`config.mk`:
```
export PLATFORM = sky130hd
export DESIGN_NAME = lpc_param_regs
export DESIGN_NICKNAME = d
export VERILOG_FILES = /design/src/hdl/lpc_pkg.sv /design/src/hdl/lpc_sync.sv /design/src/hdl/lpc_ram_pointer.sv /design/src/hdl/lpc_param_regs.sv
export SDC_FILE = /design/constraint.sdc
export NUM_CORES = 1
export LEC_CHECK = 0
export BUFFER_PORTS_ARGS = -buffer_cell sky130_fd_sc_hd__buf_2
export CAP_MARGIN = 20
export CORE_MARGIN = 3
export CORE_UTILIZATION = 28
export CTS_BUF_LIST = sky130_fd_sc_hd__clkbuf_4
export CTS_CLUSTER_DIAMETER = 150
export DETAILED_ROUTE_END_ITERATION = 8
export HOLD_SLACK_MARGIN = 0.06
export MAX_ROUTING_LAYER = met4
export PLACE_DENSITY_LB_ADDON = 0.15
export SLEW_MARGIN = 20
export SYNTH_ARGS = -nofsm -noshare
export SYNTH_HDL_FRONTEND = slang
export SYNTH_SLANG_ARGS = --single-unit
```
`constraint.sdc`:
```
create_clock -name ref_clk -period 4.1 [get_ports ref_clk]
set_clock_uncertainty 0.2 [all_clocks]
set_input_delay 0.41 -clock ref_clk [delete_from_list [all_inputs] [get_ports ref_clk]]
set_output_delay 0.41 -clock ref_clk [all_outputs]
set_load 0.005 [all_outputs]
```
`src/hdl/lpc_pkg.sv`:
```
// Package: constants and carrier types for the parameter and cursor register block
package lpc_pkg;

   // ----------------------------------------------------------------
   // Instruction codes
   // ----------------------------------------------------------------
   localparam logic [7:0] CODE_HORIZ_COUNT  = 8'h02;
   localparam logic [7:0] CODE_TIME_DIV     = 8'h03;
   localparam logic [7:0] CODE_CURSOR_ROW   = 8'h04;
   localparam logic [7:0] CODE_START_LOW    = 8'h08;
   localparam logic [7:0] CODE_START_HIGH   = 8'h09;
   localparam logic [7:0] CODE_PTR_LOW      = 8'h0A;
   localparam logic [7:0] CODE_PTR_HIGH     = 8'h0B;

   // ----------------------------------------------------------------
   // Field layout
   // ----------------------------------------------------------------
   localparam int          COUNT_FIELD_W    = 7;
   localparam int          ROW_FIELD_W      = 4;
   localparam int          BUSY_BIT_POS     = 7;
   localparam int          CHAR_HIGH_W      = 4;
   localparam logic [2:0]  PITCH_CODE_6     = 3'h5;
   localparam logic [2:0]  PITCH_CODE_7     = 3'h6;
   localparam logic [2:0]  PITCH_CODE_8     = 3'h7;
   localparam logic [3:0]  PITCH_DOTS_6     = 4'h6;
   localparam logic [3:0]  PITCH_DOTS_7     = 4'h7;
   localparam logic [3:0]  PITCH_DOTS_8     = 4'h8;
   localparam logic [7:0]  REG_RESET        = 8'h00;
   localparam logic [15:0] ADDR_RESET       = 16'h0000;

   // ----------------------------------------------------------------
   // Timing
   // ----------------------------------------------------------------
   localparam int          CLK_PERIOD_NS    = 50;
   localparam int          EXEC_TIME_NS     = 4000;
   localparam int          EXEC_CYCLES      = EXEC_TIME_NS / CLK_PERIOD_NS;
   localparam logic [6:0]  EXEC_LAST        = 7'(EXEC_CYCLES - 1);

   // ----------------------------------------------------------------
   // Types
   // ----------------------------------------------------------------
   typedef struct packed {
      logic       register_select;
      logic       read_not_write;
      logic       enable;
      logic [7:0] host_data_bus;
   } lpc_pins_type;

   typedef enum logic [1:0] {
      ST_IDLE  = 2'b00,
      ST_ARMED = 2'b01,
      ST_BUSY  = 2'b10
   } lpc_state_type;

endpackage

```
`src/hdl/lpc_sync.sv`:
```
// Two-stage synchroniser for the host pin group
`timescale 1ns/1ns
module lpc_sync import lpc_pkg::*; (
   input  wire logic          ref_clk,
   input  wire logic          rst_n,
   input  wire lpc_pins_type  pins_async,
   output lpc_pins_type       pins_sync
);

   lpc_pins_type stage1_ff;
   lpc_pins_type stage2_ff;

   always_ff @(posedge ref_clk) begin
      if (!rst_n) begin
         stage1_ff <= '0;
         stage2_ff <= '0;
      end else begin
         stage1_ff <= pins_async;
         stage2_ff <= stage1_ff;
      end
   end

   assign pins_sync = stage2_ff;

endmodule

```
`src/hdl/lpc_ram_pointer.sv`:
```
// Loadable 16-bit RAM pointer with ripple carry on low-byte load
`timescale 1ns/1ns
module lpc_ram_pointer import lpc_pkg::*; (
   input  wire logic        ref_clk,
   input  wire logic        rst_n,
   input  wire logic        load_low,
   input  wire logic        load_high,
   input  wire logic        advance,
   input  wire logic [7:0]  load_data,
   output logic      [15:0] pointer
);

   logic [15:0] pointer_ff;
   logic [15:0] nxt_pointer;
   logic        low_carry;

   // ----------------------------------------------------------------
   // Next value
   // ----------------------------------------------------------------
   assign low_carry   = pointer_ff[7] & ~load_data[7];
   assign nxt_pointer = load_high ? {load_data, pointer_ff[7:0]} :
                        load_low  ? {pointer_ff[15:8] + 8'(low_carry), load_data} :
                        advance   ? pointer_ff + 16'h0001 :
                        pointer_ff;

   always_ff @(posedge ref_clk) begin
      if (!rst_n) begin
         pointer_ff <= ADDR_RESET;
      end else begin
         pointer_ff <= nxt_pointer;
      end
   end

   assign pointer = pointer_ff;

endmodule

```
`src/hdl/lpc_param_regs.sv`:
```
// Display parameter and cursor address instruction block
`timescale 1ns/1ns
module lpc_param_regs import lpc_pkg::*; (
   input  wire logic        ref_clk,
   input  wire logic        rst_n,
   input  wire logic        register_select,
   input  wire logic        read_not_write,
   input  wire logic        enable,
   input  wire logic [7:0]  host_data_bus_in,
   output logic      [7:0]  host_data_bus_out,
   output logic             host_data_bus_oe,
   input  wire logic [2:0]  horizontal_pitch,
   input  wire logic [3:0]  vertical_pitch,
   input  wire logic        graphic_mode,
   input  wire logic        cursor_enable,
   input  wire logic        data_access_done,
   input  wire logic        frame_begin,
   input  wire logic        fetch_advance,
   input  wire logic [3:0]  scan_row,
   input  wire logic [15:0] scan_addr,
   input  wire logic        char_dot,
   output logic             busy_flag_bit,
   output logic [6:0]       horizontal_count,
   output logic [6:0]       time_divisions,
   output logic [3:0]       cursor_row,
   output logic [15:0]      frame_start_addr,
   output logic [15:0]      ram_address,
   output logic [15:0]      fetch_addr,
   output logic [3:0]       pitch_dots,
   output logic [10:0]      line_dots,
   output logic [7:0]       duty_divisor,
   output logic [3:0]       cursor_run_dots,
   output logic             display_dot
);

   // ----------------------------------------------------------------
   // Pin synchronisation
   // ----------------------------------------------------------------
   lpc_pins_type pins_raw;
   lpc_pins_type pins;

   assign pins_raw = '{register_select : register_select,
                       read_not_write  : read_not_write,
                       enable          : enable,
                       host_data_bus   : host_data_bus_in};

   lpc_sync u_sync (
      .ref_clk    (ref_clk),
      .rst_n      (rst_n),
      .pins_async (pins_raw),
      .pins_sync  (pins)
   );

   // ----------------------------------------------------------------
   // Strobe decode
   // ----------------------------------------------------------------
   logic enable_d_ff;
   wire  enable_fall  = enable_d_ff & ~pins.enable;
   wire  write_fall   = enable_fall & ~pins.read_not_write;
   wire  code_write   = write_fall & pins.register_select;
   wire  param_write  = write_fall & ~pins.register_select;
   wire  status_read  = pins.enable & pins.read_not_write & pins.register_select;

   always_ff @(posedge ref_clk) begin
      if (!rst_n) begin
         enable_d_ff <= 1'b0;
      end else begin
         enable_d_ff <= pins.enable;
      end
   end

   // ----------------------------------------------------------------
   // Instruction register and execution sequencer
   // ----------------------------------------------------------------
   lpc_state_type state_ff;
   lpc_state_type nxt_state;
   logic [7:0]    code_ff;
   logic [6:0]    exec_cnt_ff;
   logic [6:0]    nxt_exec_cnt;

   wire sel_count   = code_ff == CODE_HORIZ_COUNT;
   wire sel_div     = code_ff == CODE_TIME_DIV;
   wire sel_row     = code_ff == CODE_CURSOR_ROW;
   wire sel_st_lo   = code_ff == CODE_START_LOW;
   wire sel_st_hi   = code_ff == CODE_START_HIGH;
   wire sel_ptr_lo  = code_ff == CODE_PTR_LOW;
   wire sel_ptr_hi  = code_ff == CODE_PTR_HIGH;
   wire known_code  = sel_count | sel_div | sel_row | sel_st_lo |
                      sel_st_hi | sel_ptr_lo | sel_ptr_hi;

   // Writes while busy are dropped, as the host must poll first
   wire not_busy    = state_ff != ST_BUSY;
   wire code_take   = code_write & not_busy;
   wire exec_go     = param_write & (state_ff == ST_ARMED) & known_code;
   wire exec_done   = (state_ff == ST_BUSY) & (exec_cnt_ff == EXEC_LAST);

   always_comb begin
      nxt_state    = state_ff;
      nxt_exec_cnt = exec_cnt_ff;
      case (state_ff)
         ST_IDLE: begin
            if (code_take) begin
               nxt_state = ST_ARMED;
            end
         end
         ST_ARMED: begin
            if (exec_go) begin
               nxt_state    = ST_BUSY;
               nxt_exec_cnt = 7'h00;
            end
         end
         ST_BUSY: begin
            nxt_exec_cnt = exec_cnt_ff + 7'h01;
            if (exec_done) begin
               nxt_state    = ST_ARMED;
               nxt_exec_cnt = 7'h00;
            end
         end
         default: begin
            nxt_state    = ST_IDLE;
            nxt_exec_cnt = 7'h00;
         end
      endcase
   end

   always_ff @(posedge ref_clk) begin
      if (!rst_n) begin
         state_ff    <= ST_IDLE;
         exec_cnt_ff <= 7'h00;
         code_ff     <= REG_RESET;
      end else begin
         state_ff    <= nxt_state;
         exec_cnt_ff <= nxt_exec_cnt;
         if (code_take) begin
            code_ff <= pins.host_data_bus;
         end
      end
   end

   // ----------------------------------------------------------------
   // Parameter registers
   // ----------------------------------------------------------------
   logic [6:0]  horizontal_count_ff;
   logic [6:0]  time_divisions_ff;
   logic [3:0]  cursor_row_ff;
   logic [7:0]  start_low_ff;
   logic [7:0]  start_high_ff;
   wire  [7:0]  pdata = pins.host_data_bus;

   always_ff @(posedge ref_clk) begin
      if (!rst_n) begin
         horizontal_count_ff <= REG_RESET[COUNT_FIELD_W-1:0];
         time_divisions_ff   <= REG_RESET[COUNT_FIELD_W-1:0];
         cursor_row_ff       <= REG_RESET[ROW_FIELD_W-1:0];
         start_low_ff        <= REG_RESET;
         start_high_ff       <= REG_RESET;
      end else if (exec_go) begin
         if (sel_count) begin
            horizontal_count_ff <= pdata[COUNT_FIELD_W-1:0];
         end
         if (sel_div) begin
            time_divisions_ff <= pdata[COUNT_FIELD_W-1:0];
         end
         if (sel_row) begin
            cursor_row_ff <= pdata[ROW_FIELD_W-1:0];
         end
         if (sel_st_lo) begin
            start_low_ff <= pdata;
         end
         if (sel_st_hi) begin
            start_high_ff <= pdata;
         end
      end
   end

   // ----------------------------------------------------------------
   // RAM pointer
   // ----------------------------------------------------------------
   logic [15:0] pointer;

   lpc_ram_pointer u_pointer (
      .ref_clk   (ref_clk),
      .rst_n     (rst_n),
      .load_low  (exec_go & sel_ptr_lo),
      .load_high (exec_go & sel_ptr_hi),
      .advance   (data_access_done),
      .load_data (pdata),
      .pointer   (pointer)
   );

   // ----------------------------------------------------------------
   // Derived display geometry
   // ----------------------------------------------------------------
   logic [3:0]  pitch_sel;
   wire  [7:0]  count_plus = {1'b0, horizontal_count_ff} + 8'h01;
   wire  [10:0] dots_prod  = 11'(pitch_sel) * 11'(count_plus);
   wire  [7:0]  div_plus   = {1'b0, time_divisions_ff} + 8'h01;

   always_comb begin
      case (horizontal_pitch)
         PITCH_CODE_6: pitch_sel = PITCH_DOTS_6;
         PITCH_CODE_7: pitch_sel = PITCH_DOTS_7;
         PITCH_CODE_8: pitch_sel = PITCH_DOTS_8;
         default:      pitch_sel = PITCH_DOTS_8;
      endcase
   end

   // Character mode drops the high nibble of the start address
   wire [15:0] start_full = {start_high_ff, start_low_ff};
   wire [15:0] start_used = graphic_mode ? start_full :
                            {{CHAR_HIGH_W{1'b0}}, start_full[11:0]};

   // ----------------------------------------------------------------
   // Frame fetch address
   // ----------------------------------------------------------------
   logic [15:0] fetch_addr_ff;

   always_ff @(posedge ref_clk) begin
      if (!rst_n) begin
         fetch_addr_ff <= ADDR_RESET;
      end else if (frame_begin) begin
         fetch_addr_ff <= start_used;
      end else if (fetch_advance) begin
         fetch_addr_ff <= fetch_addr_ff + 16'h0001;
      end
   end

   // ----------------------------------------------------------------
   // Cursor overlay
   // ----------------------------------------------------------------
   wire [15:0] ptr_cmp    = graphic_mode ? pointer :
                            {{CHAR_HIGH_W{1'b0}}, pointer[11:0]};
   wire [15:0] scan_cmp   = graphic_mode ? scan_addr :
                            {{CHAR_HIGH_W{1'b0}}, scan_addr[11:0]};
   wire        row_fits   = cursor_row_ff <= vertical_pitch;
   wire        on_cell    = ptr_cmp == scan_cmp;
   // Whole cell row is lit, so run length tracks the pitch
   wire        cursor_hit = cursor_enable & ~graphic_mode & row_fits &
                            on_cell & (scan_row == cursor_row_ff);
   wire        dot_next   = cursor_hit | char_dot;

   // ----------------------------------------------------------------
   // Output registers
   // ----------------------------------------------------------------
   logic [7:0]  bus_out_ff;
   logic        bus_oe_ff;
   logic [3:0]  pitch_dots_ff;
   logic [10:0] line_dots_ff;
   logic [7:0]  duty_divisor_ff;
   logic        display_dot_ff;
   logic [15:0] ram_address_ff;

   always_ff @(posedge ref_clk) begin
      if (!rst_n) begin
         bus_out_ff      <= REG_RESET;
         bus_oe_ff       <= 1'b0;
         pitch_dots_ff   <= PITCH_DOTS_8;
         line_dots_ff    <= 11'h000;
         duty_divisor_ff <= REG_RESET;
         display_dot_ff  <= 1'b0;
         ram_address_ff  <= ADDR_RESET;
      end else begin
         bus_out_ff      <= {~not_busy, 7'h00};
         bus_oe_ff       <= status_read;
         pitch_dots_ff   <= pitch_sel;
         line_dots_ff    <= dots_prod;
         duty_divisor_ff <= div_plus;
         display_dot_ff  <= dot_next;
         ram_address_ff  <= pointer;
      end
   end

   assign host_data_bus_out = bus_out_ff;
   assign host_data_bus_oe  = bus_oe_ff;
   assign busy_flag_bit     = bus_out_ff[BUSY_BIT_POS];
   assign horizontal_count  = horizontal_count_ff;
   assign time_divisions    = time_divisions_ff;
   assign cursor_row        = cursor_row_ff;
   assign frame_start_addr  = start_full;
   assign ram_address       = ram_address_ff;
   assign fetch_addr        = fetch_addr_ff;
   assign pitch_dots        = pitch_dots_ff;
   assign line_dots         = line_dots_ff;
   assign duty_divisor      = duty_divisor_ff;
   assign cursor_run_dots   = pitch_dots_ff;
   assign display_dot       = display_dot_ff;

endmodule

```
==> results of run 1 <==
[routing by layer]
metal	GRT usage	vias up	share of wire
li1	-	2817	-
met2	0.210	131	0.45
met5	-	-	0
met4	0.0381	0	0.012
met3	0.0320	17	0.042
met1	0.185	2478	0.49
[synthesized netlist by cell type, types with 4 or more instances]
library cell | instances | area share
nor2b_1 | 6 | 0.0054
clkbuf_1 | 29 | 0.016
ha_1 | 30 | 0.054
buf_4 | 13 | 0.014
nand3_1 | 18 | 0.013
nor2_1 | 110 | 0.060
nor3_1 | 13 | 0.0094
a211oi_1 | 9 | 0.0098
nand4_1 | 18 | 0.016
and2_1 | 48 | 0.044
o21ai_1 | 4 | 0.0029
nand2b_1 | 10 | 0.0091
a21oi_1 | 29 | 0.021
o21ai_0 | 27 | 0.020
inv_1 | 27 | 0.015
a31oi_1 | 5 | 0.0045
or3_1 | 5 | 0.0045
xnor2_1 | 36 | 0.046
dfxtp_1 | 147 | 0.43
nor3_4 | 4 | 0.0094
nor4_1 | 5 | 0.0045
nand2_1 | 30 | 0.016
fa_1 | 6 | 0.017
and3_1 | 7 | 0.0064
mux2i_1 | 51 | 0.074
xor2_1 | 28 | 0.036
[cells by family after synthesis]
family | Yosys count
adders and majority gates | 36
buffers and inverters | 73
xor gates and xnor gates | 64
and+or+nand+nor | 291
other | 1
muxes | 51
AOI/OAI and AO/OA | 89
DFF | 147
[worst max path at each step]
stage                                     endpoint  slack, ns
after CTS                 line_dots[10]$_SDFF_PN0_       0.28
after global routing      line_dots[10]$_SDFF_PN0_       0.09
after floorplan           line_dots[10]$_SDFF_PN0_       0.49
after global placement    line_dots[10]$_SDFF_PN0_       0.20
final                     line_dots[10]$_SDFF_PN0_       0.24
after detailed placement  line_dots[10]$_SDFF_PN0_       0.21
[through the flow]
| stage | worst slack (ns) | area [µm²] |
|---|---|---|
| after floorplan | 0.492 | 6910 |
| after global placement | 0.197 | 7840 |
| after detailed placement | 0.215 | 7840 |
| after CTS | 0.281 | 8350 |
| after global routing | 0.0885 | 8350 |
| final | 0.240 | 8350 |
[critical path, cell delays in order]
cell and delay [ns]:
dlygate4sd3_1 0.54, buf_2 0.16, xor2_1 0.18, and3_1 0.20, o21bai_1 0.15, ha_1 0.30
fa_1 0.53, fa_1 0.49, a21o_1 0.21, a211oi_1 0.25, nor2_1 0.11, o41ai_1 0.35
xnor2_1 0.17, nor2_1 0.05
[cell type report]
| class | instances | area, µm² |
|---|---|---|
| clock inverter | 14 | 199 |
| sequential | 147 | 2940 |
| tap | 319 | 399 |
| fill | 2507 | 15500 |
| clock buffer | 17 | 128 |
| antenna | 1 | 2.50 |
| multi-input combinational | 538 | 3650 |
| timing repair buffer | 164 | 931 |
| inverter | 27 | 101 |
[state kept, by name, summed over array words and instances, names as in the netlist, 11 cells and up]
signal and flops:
fetch_addr 16, line_dots 11, ram_address 16, u_pointer.pointer 16, u_sync.pins_sync 11, u_sync.stage1_ff 11
[report_power, final]
group / switching (mW) / internal, mW / leakage [nW]
combinational: 0.0788 / 0.0677 / 2.36
sequential: 0.0232 / 1.45 / 1.19
clock: 0.563 / 0.492 / 0.176
total: 0.665 / 2.01 / 3.73
==> results.cfg, run 1 <==
[placement]
place_congestion = 0.779
dp_hpwl_mm = 12.5
io_buffers = 138
dp_cells = 1177

[final_layout]
postLayoutCoreUtil = 0.350
drive_above_1_share = 0.206
final_common_cell = dfxtp_1
final_cell_mix = dfxtp_1 (147), buf_2 (138), nor2_1 (110), mux2i_1 (51), and2_1 (48)
instances_no_fill = 1227
nets = 977
syn2layout_area_growth_pct = 21.2

[route]
wl_mm = 17.8
drc = 0
drtPass1Iterations = 4
ant_nets = 0
vias = 5443
drt_iter0_markers = 322
wl_per_cell_um = 14.5
post_drt_via_cell_ratio = 4.44

[global_route]
grt_max_degree = 65
grtUsageTotal = 0.138
antenna_found_initial = 1
grt_first_pass_wirelength_mm = 28.1
grt-ovfl-total = 0
grt_pass1_vias = 5191

[sta]
rsz0062_at_grt = false
relSlewSlack = 0.545
fin_setup_tns_ns = 0
slew_violations = 0
fmax_mhz = 259
timing.final.crit_period_ns = 3.86
hold_slack_ns = 0.114
post-route-period-util = 0.941
worstMarginPinSlew_ns = 0.672
finalHoldViolCount = 0
finalSetupViolCount = 0

[yosys]
syn_avg_cell_area_um2 = 9.16
synth_cell_types = 51
synth_compound_gate_area_share = 0.0761
ys_ff_latch = 147
synth-adder-area-share = 0.0719
ys.flop_type = dfxtp_1
seq_area_frac_synth = 0.427
synth_edf_count = 0
syn-cell-area_um2 = 6890
yosys.area_share.xor_xnor = 0.0813
async_reset_ff_frac = 0
synth.area.mux_share = 0.0741
syn_inst = 752
yosysWarnings = 0
yosys.area_share.simple = 0.222
synth_top_family_by_area = simple AND/OR/NAND/NOR gates

[critical_path]
cp_max_fo = 6
cp_data_required_time_ns = 4.35
end_kind = flop
worst-setup-path-type = in -> reg
start_kind = input port
arrival_ns = 4.11
r2r-start = horizontal_count[1]$_SDFFE_PN0P_
r2r_slack_ns = 0.31
worstReg2RegEnd = line_dots[10]$_SDFF_PN0_
crit_start = horizontal_pitch[0]
r2r_cells = 12

[clock_tree]
cts-root-buf = clkbuf_4
post_cts_buffers = 0
hold_buffers = 18
cts_made_buffers = 17
cts_tree = built
post_cts_resized = 0
clk_path_buf_depth = 2
htreeDepth = 4
cts_sinks = 147
clkTransAtPathRegs_ns = 0.15
insertion_delay_ns = 0.54

[floorplanning]
coreArea_um2 = 23800
fp.dieArea_um2 = 26500
rows = 56
die_h_um = 163
chipWidth_um = 163
start_util = 0.289
io_pins = 150

[run]
maxCapViolations = 0

[worst_hold_path]
hp-start = scan_addr[10]
hold_class = in -> reg
hold_end = display_dot$_SDFF_PN0_
holdPathStages = 6

[power_and_ir_drop]
leakage_nw = 3.73
p_per_area_nw_per_um2 = 320
ir_worst_vdd_uv = 152
power_mw = 2.67

[run_status]
status = complete, no violations
(Power assumes the default switching activity.)
==> inputs of run 2 (changes only) <==
- SYNTH_HIERARCHICAL: default -> 1
==> results.cfg, run 2 <==
[clock_tree]
cts_sinks = 147
insertion_delay_ns = 0.55
cts-root-buf = clkbuf_4
cts_tree = built
cts_made_buffers = 17
post_cts_resized = 0
clkTransAtPathRegs_ns = 0.16
htreeDepth = 4
clk_path_buf_depth = 2

[yosys]
ys_ff_latch = 147
async_reset_ff_frac = 0
syn_inst = 789
synth_edf_count = 0
netlist.area_leader.share = 0.410
syn-cell-area_um2 = 7180
synth_most_common_cell = dfxtp_1
synth_cell_types = 71
syn_avg_cell_area_um2 = 9.11
seq_area_frac_synth = 0.410
ys.flop_type = dfxtp_1
synth_top_area_cell = dfxtp_1
yosys-top-cells-area = dfxtp_1 (41%), mux2i_1 (7.0%), ha_1 (5.2%)
synthTopCellsByCount = dfxtp_1 (147), nor2_1 (99), mux2i_1 (50)
yosysWarnings = 6

[critical_path]
crit_start = horizontal_pitch[0]
cp_slowest_cell = fa_1
start_kind = input port
cp_data_required_time_ns = 4.37
critPathMaxStageDelay_ns = 0.55
path_buf_inv = 4
path_cells = dlygate4sd3_1 -> buf_2 -> xor2_1 -> nand2_1 -> a21o_1 -> ha_1 -> inv_1 -> fa_1 -> inv_1 -> ha_1 -> nor2b_1 -> o31a_1 -> o21a_1 -> o21a_1 -> nor3_1
cp_max_fo = 9
worst-setup-path-type = in -> reg
critPathTopFamily = adder cells
arrival_ns = 4.02
r2r-start = horizontal_count[1]$_SDFFE_PN0P_
end_kind = flop

[worst_hold_path]
hold_class = in -> reg
hp-start = fetch_advance

[sta]
finalHoldViolCount = 0
finalSetupViolCount = 0
fin_setup_tns_ns = 0
timing.final.crit_period_ns = 3.74
fmax_mhz = 267
slew_violations = 0
rsz0062_at_grt = false
relSlewSlack = 0.457
post-route-period-util = 0.913
worstMarginPinSlew_ns = 0.809

[global_route]
antenna_found_initial = 1
grt_first_pass_wirelength_mm = 30.5
grt_pass1_vias = 5604
grt_max_degree = 42
grtUsageTotal = 0.140
grt-ovfl-total = 0

[route]
drt_iter0_markers = 303
wl_mm = 19.1
drc = 0
vias = 5872
post_drt_via_cell_ratio = 4.62
wl_per_cell_um = 15.1
ant_nets = 0
drtPass1Iterations = 4

[final_layout]
syn2layout_area_growth_pct = 19.6
design_area_um2 = 8590
final_common_cell = dfxtp_1
drive_above_1_share = 0.223
nets = 1015
fillers = 2608
final_cell_mix = dfxtp_1 (147), buf_2 (138), nor2_1 (99), mux2i_1 (50), nand2_1 (45)

[placement]
placed_area_um2 = 8110
io_buffers = 138
dp_hpwl_mm = 13.5
place_congestion = 0.865

[power_and_ir_drop]
p_per_area_nw_per_um2 = 302
ir_worst_vdd_uv = 163
power_mw = 2.60
leakage_nw = 3.88

[run_status]
status = complete, no violations

[floorplanning]
die_h_um = 166
rows = 57
coreArea_um2 = 24700
start_util = 0.290
chipWidth_um = 166
fp.dieArea_um2 = 27600
io_pins = 150

[run]
maxCapViolations = 0
[run 2: changes by cell type after synthesis, sizes merged, moves of 9 or more]
cell	previous run	this run
nand3	18	35
nor2	110	99
inv	27	36
nand2	30	45
xor2	28	11
[run 2: worst paths after layout]
check                                                 endpoint  slack (ns)  depth (start not counted)
worst max-delay path                   line_dots[8]$_SDFF_PN0_        0.36                         15
worst min-delay path                fetch_addr[0]$_SDFFE_PN0P_        0.13                          5
worst max register to register         line_dots[8]$_SDFF_PN0_        0.48                         14
worst min register to register  u_sync/pins_sync[1]$_SDFF_PN0_        0.25                          1
[run 2: power breakdown]
group          switching, mW  internal [mW]  leakage [nW]
clock network          0.589          0.378         0.155
logic                 0.0817         0.0711          2.53
registers             0.0254           1.45          1.19
[run 2: logic make-up (layout without fill, tap and decap cells)]
group / Yosys count / count (layout) / synth area share
AO/OA/AOI/OAI: 112 / 112 / 0.103
buffers and inverters: 82 / 232 / 0.0540
AND/OR/NAND/NOR: 312 / 312 / 0.232
XOR/XNOR: 46 / 46 / 0.0561
adder cells (fa/ha/maj): 37 / 37 / 0.0718
other: 1 / 8 / 0.000522
flip-flops: 147 / 147 / 0.410
multiplexers: 52 / 52 / 0.0728
[run 2: routing by layer]
metal / track usage / wire length (µm) / vias up
met5: - / 0 / -
met4: 0.0286 / 123 / 0
met3: 0.0321 / 958 / 10
met2: 0.217 / 8610 / 135
met1: 0.189 / 9450 / 2733
li1: - / - / 2994
[run 2: through the flow]
| stage | instances | util | worst slack (ns) | hold slack [ns] |
|---|---|---|---|---|
| after global routing | 1270 | 0.347 | 0.0836 | 0.104 |
| after detailed placement | 1218 | 0.328 | 0.356 | 0.218 |
| final | 1270 | 0.347 | 0.356 | 0.132 |
| after CTS | 1269 | 0.347 | 0.416 | 0.0608 |
| after global placement | 1218 | 0.328 | 0.378 | 0.214 |
| after floorplan | 795 | - | 0.749 | 0.212 |
[run 2: cell type report]
| cell class | instances | area, µm² | area share |
|---|---|---|---|
| multi-input combinational | 566 | 3890 | 0.452 |
| sequential | 147 | 2940 | 0.342 |
| timing repair buffer | 164 | 933 | 0.109 |
| tap | 324 | 405 | 0.0472 |
| clock inverter | 14 | 153 | 0.0178 |
| clock buffer | 18 | 135 | 0.0157 |
| inverter | 36 | 135 | 0.0157 |
| antenna | 1 | 2.50 | 0.000291 |
[run 2: tightest hold or removal path, delay by kind of cell]
family	cells	cell delay (ns)
XOR/XNOR	1	0.08
AND/OR/NAND/NOR	2	0.16
AO/OA/AOI/OAI	1	0.05
buffers and inverters	1	0.17
[run 2: repair_timing]
action	CTS	global route
endpoints found under the setup margin	0	0
endpoints found under the hold margin	22	0
hold buffers	19	0
buffers inserted	0	0
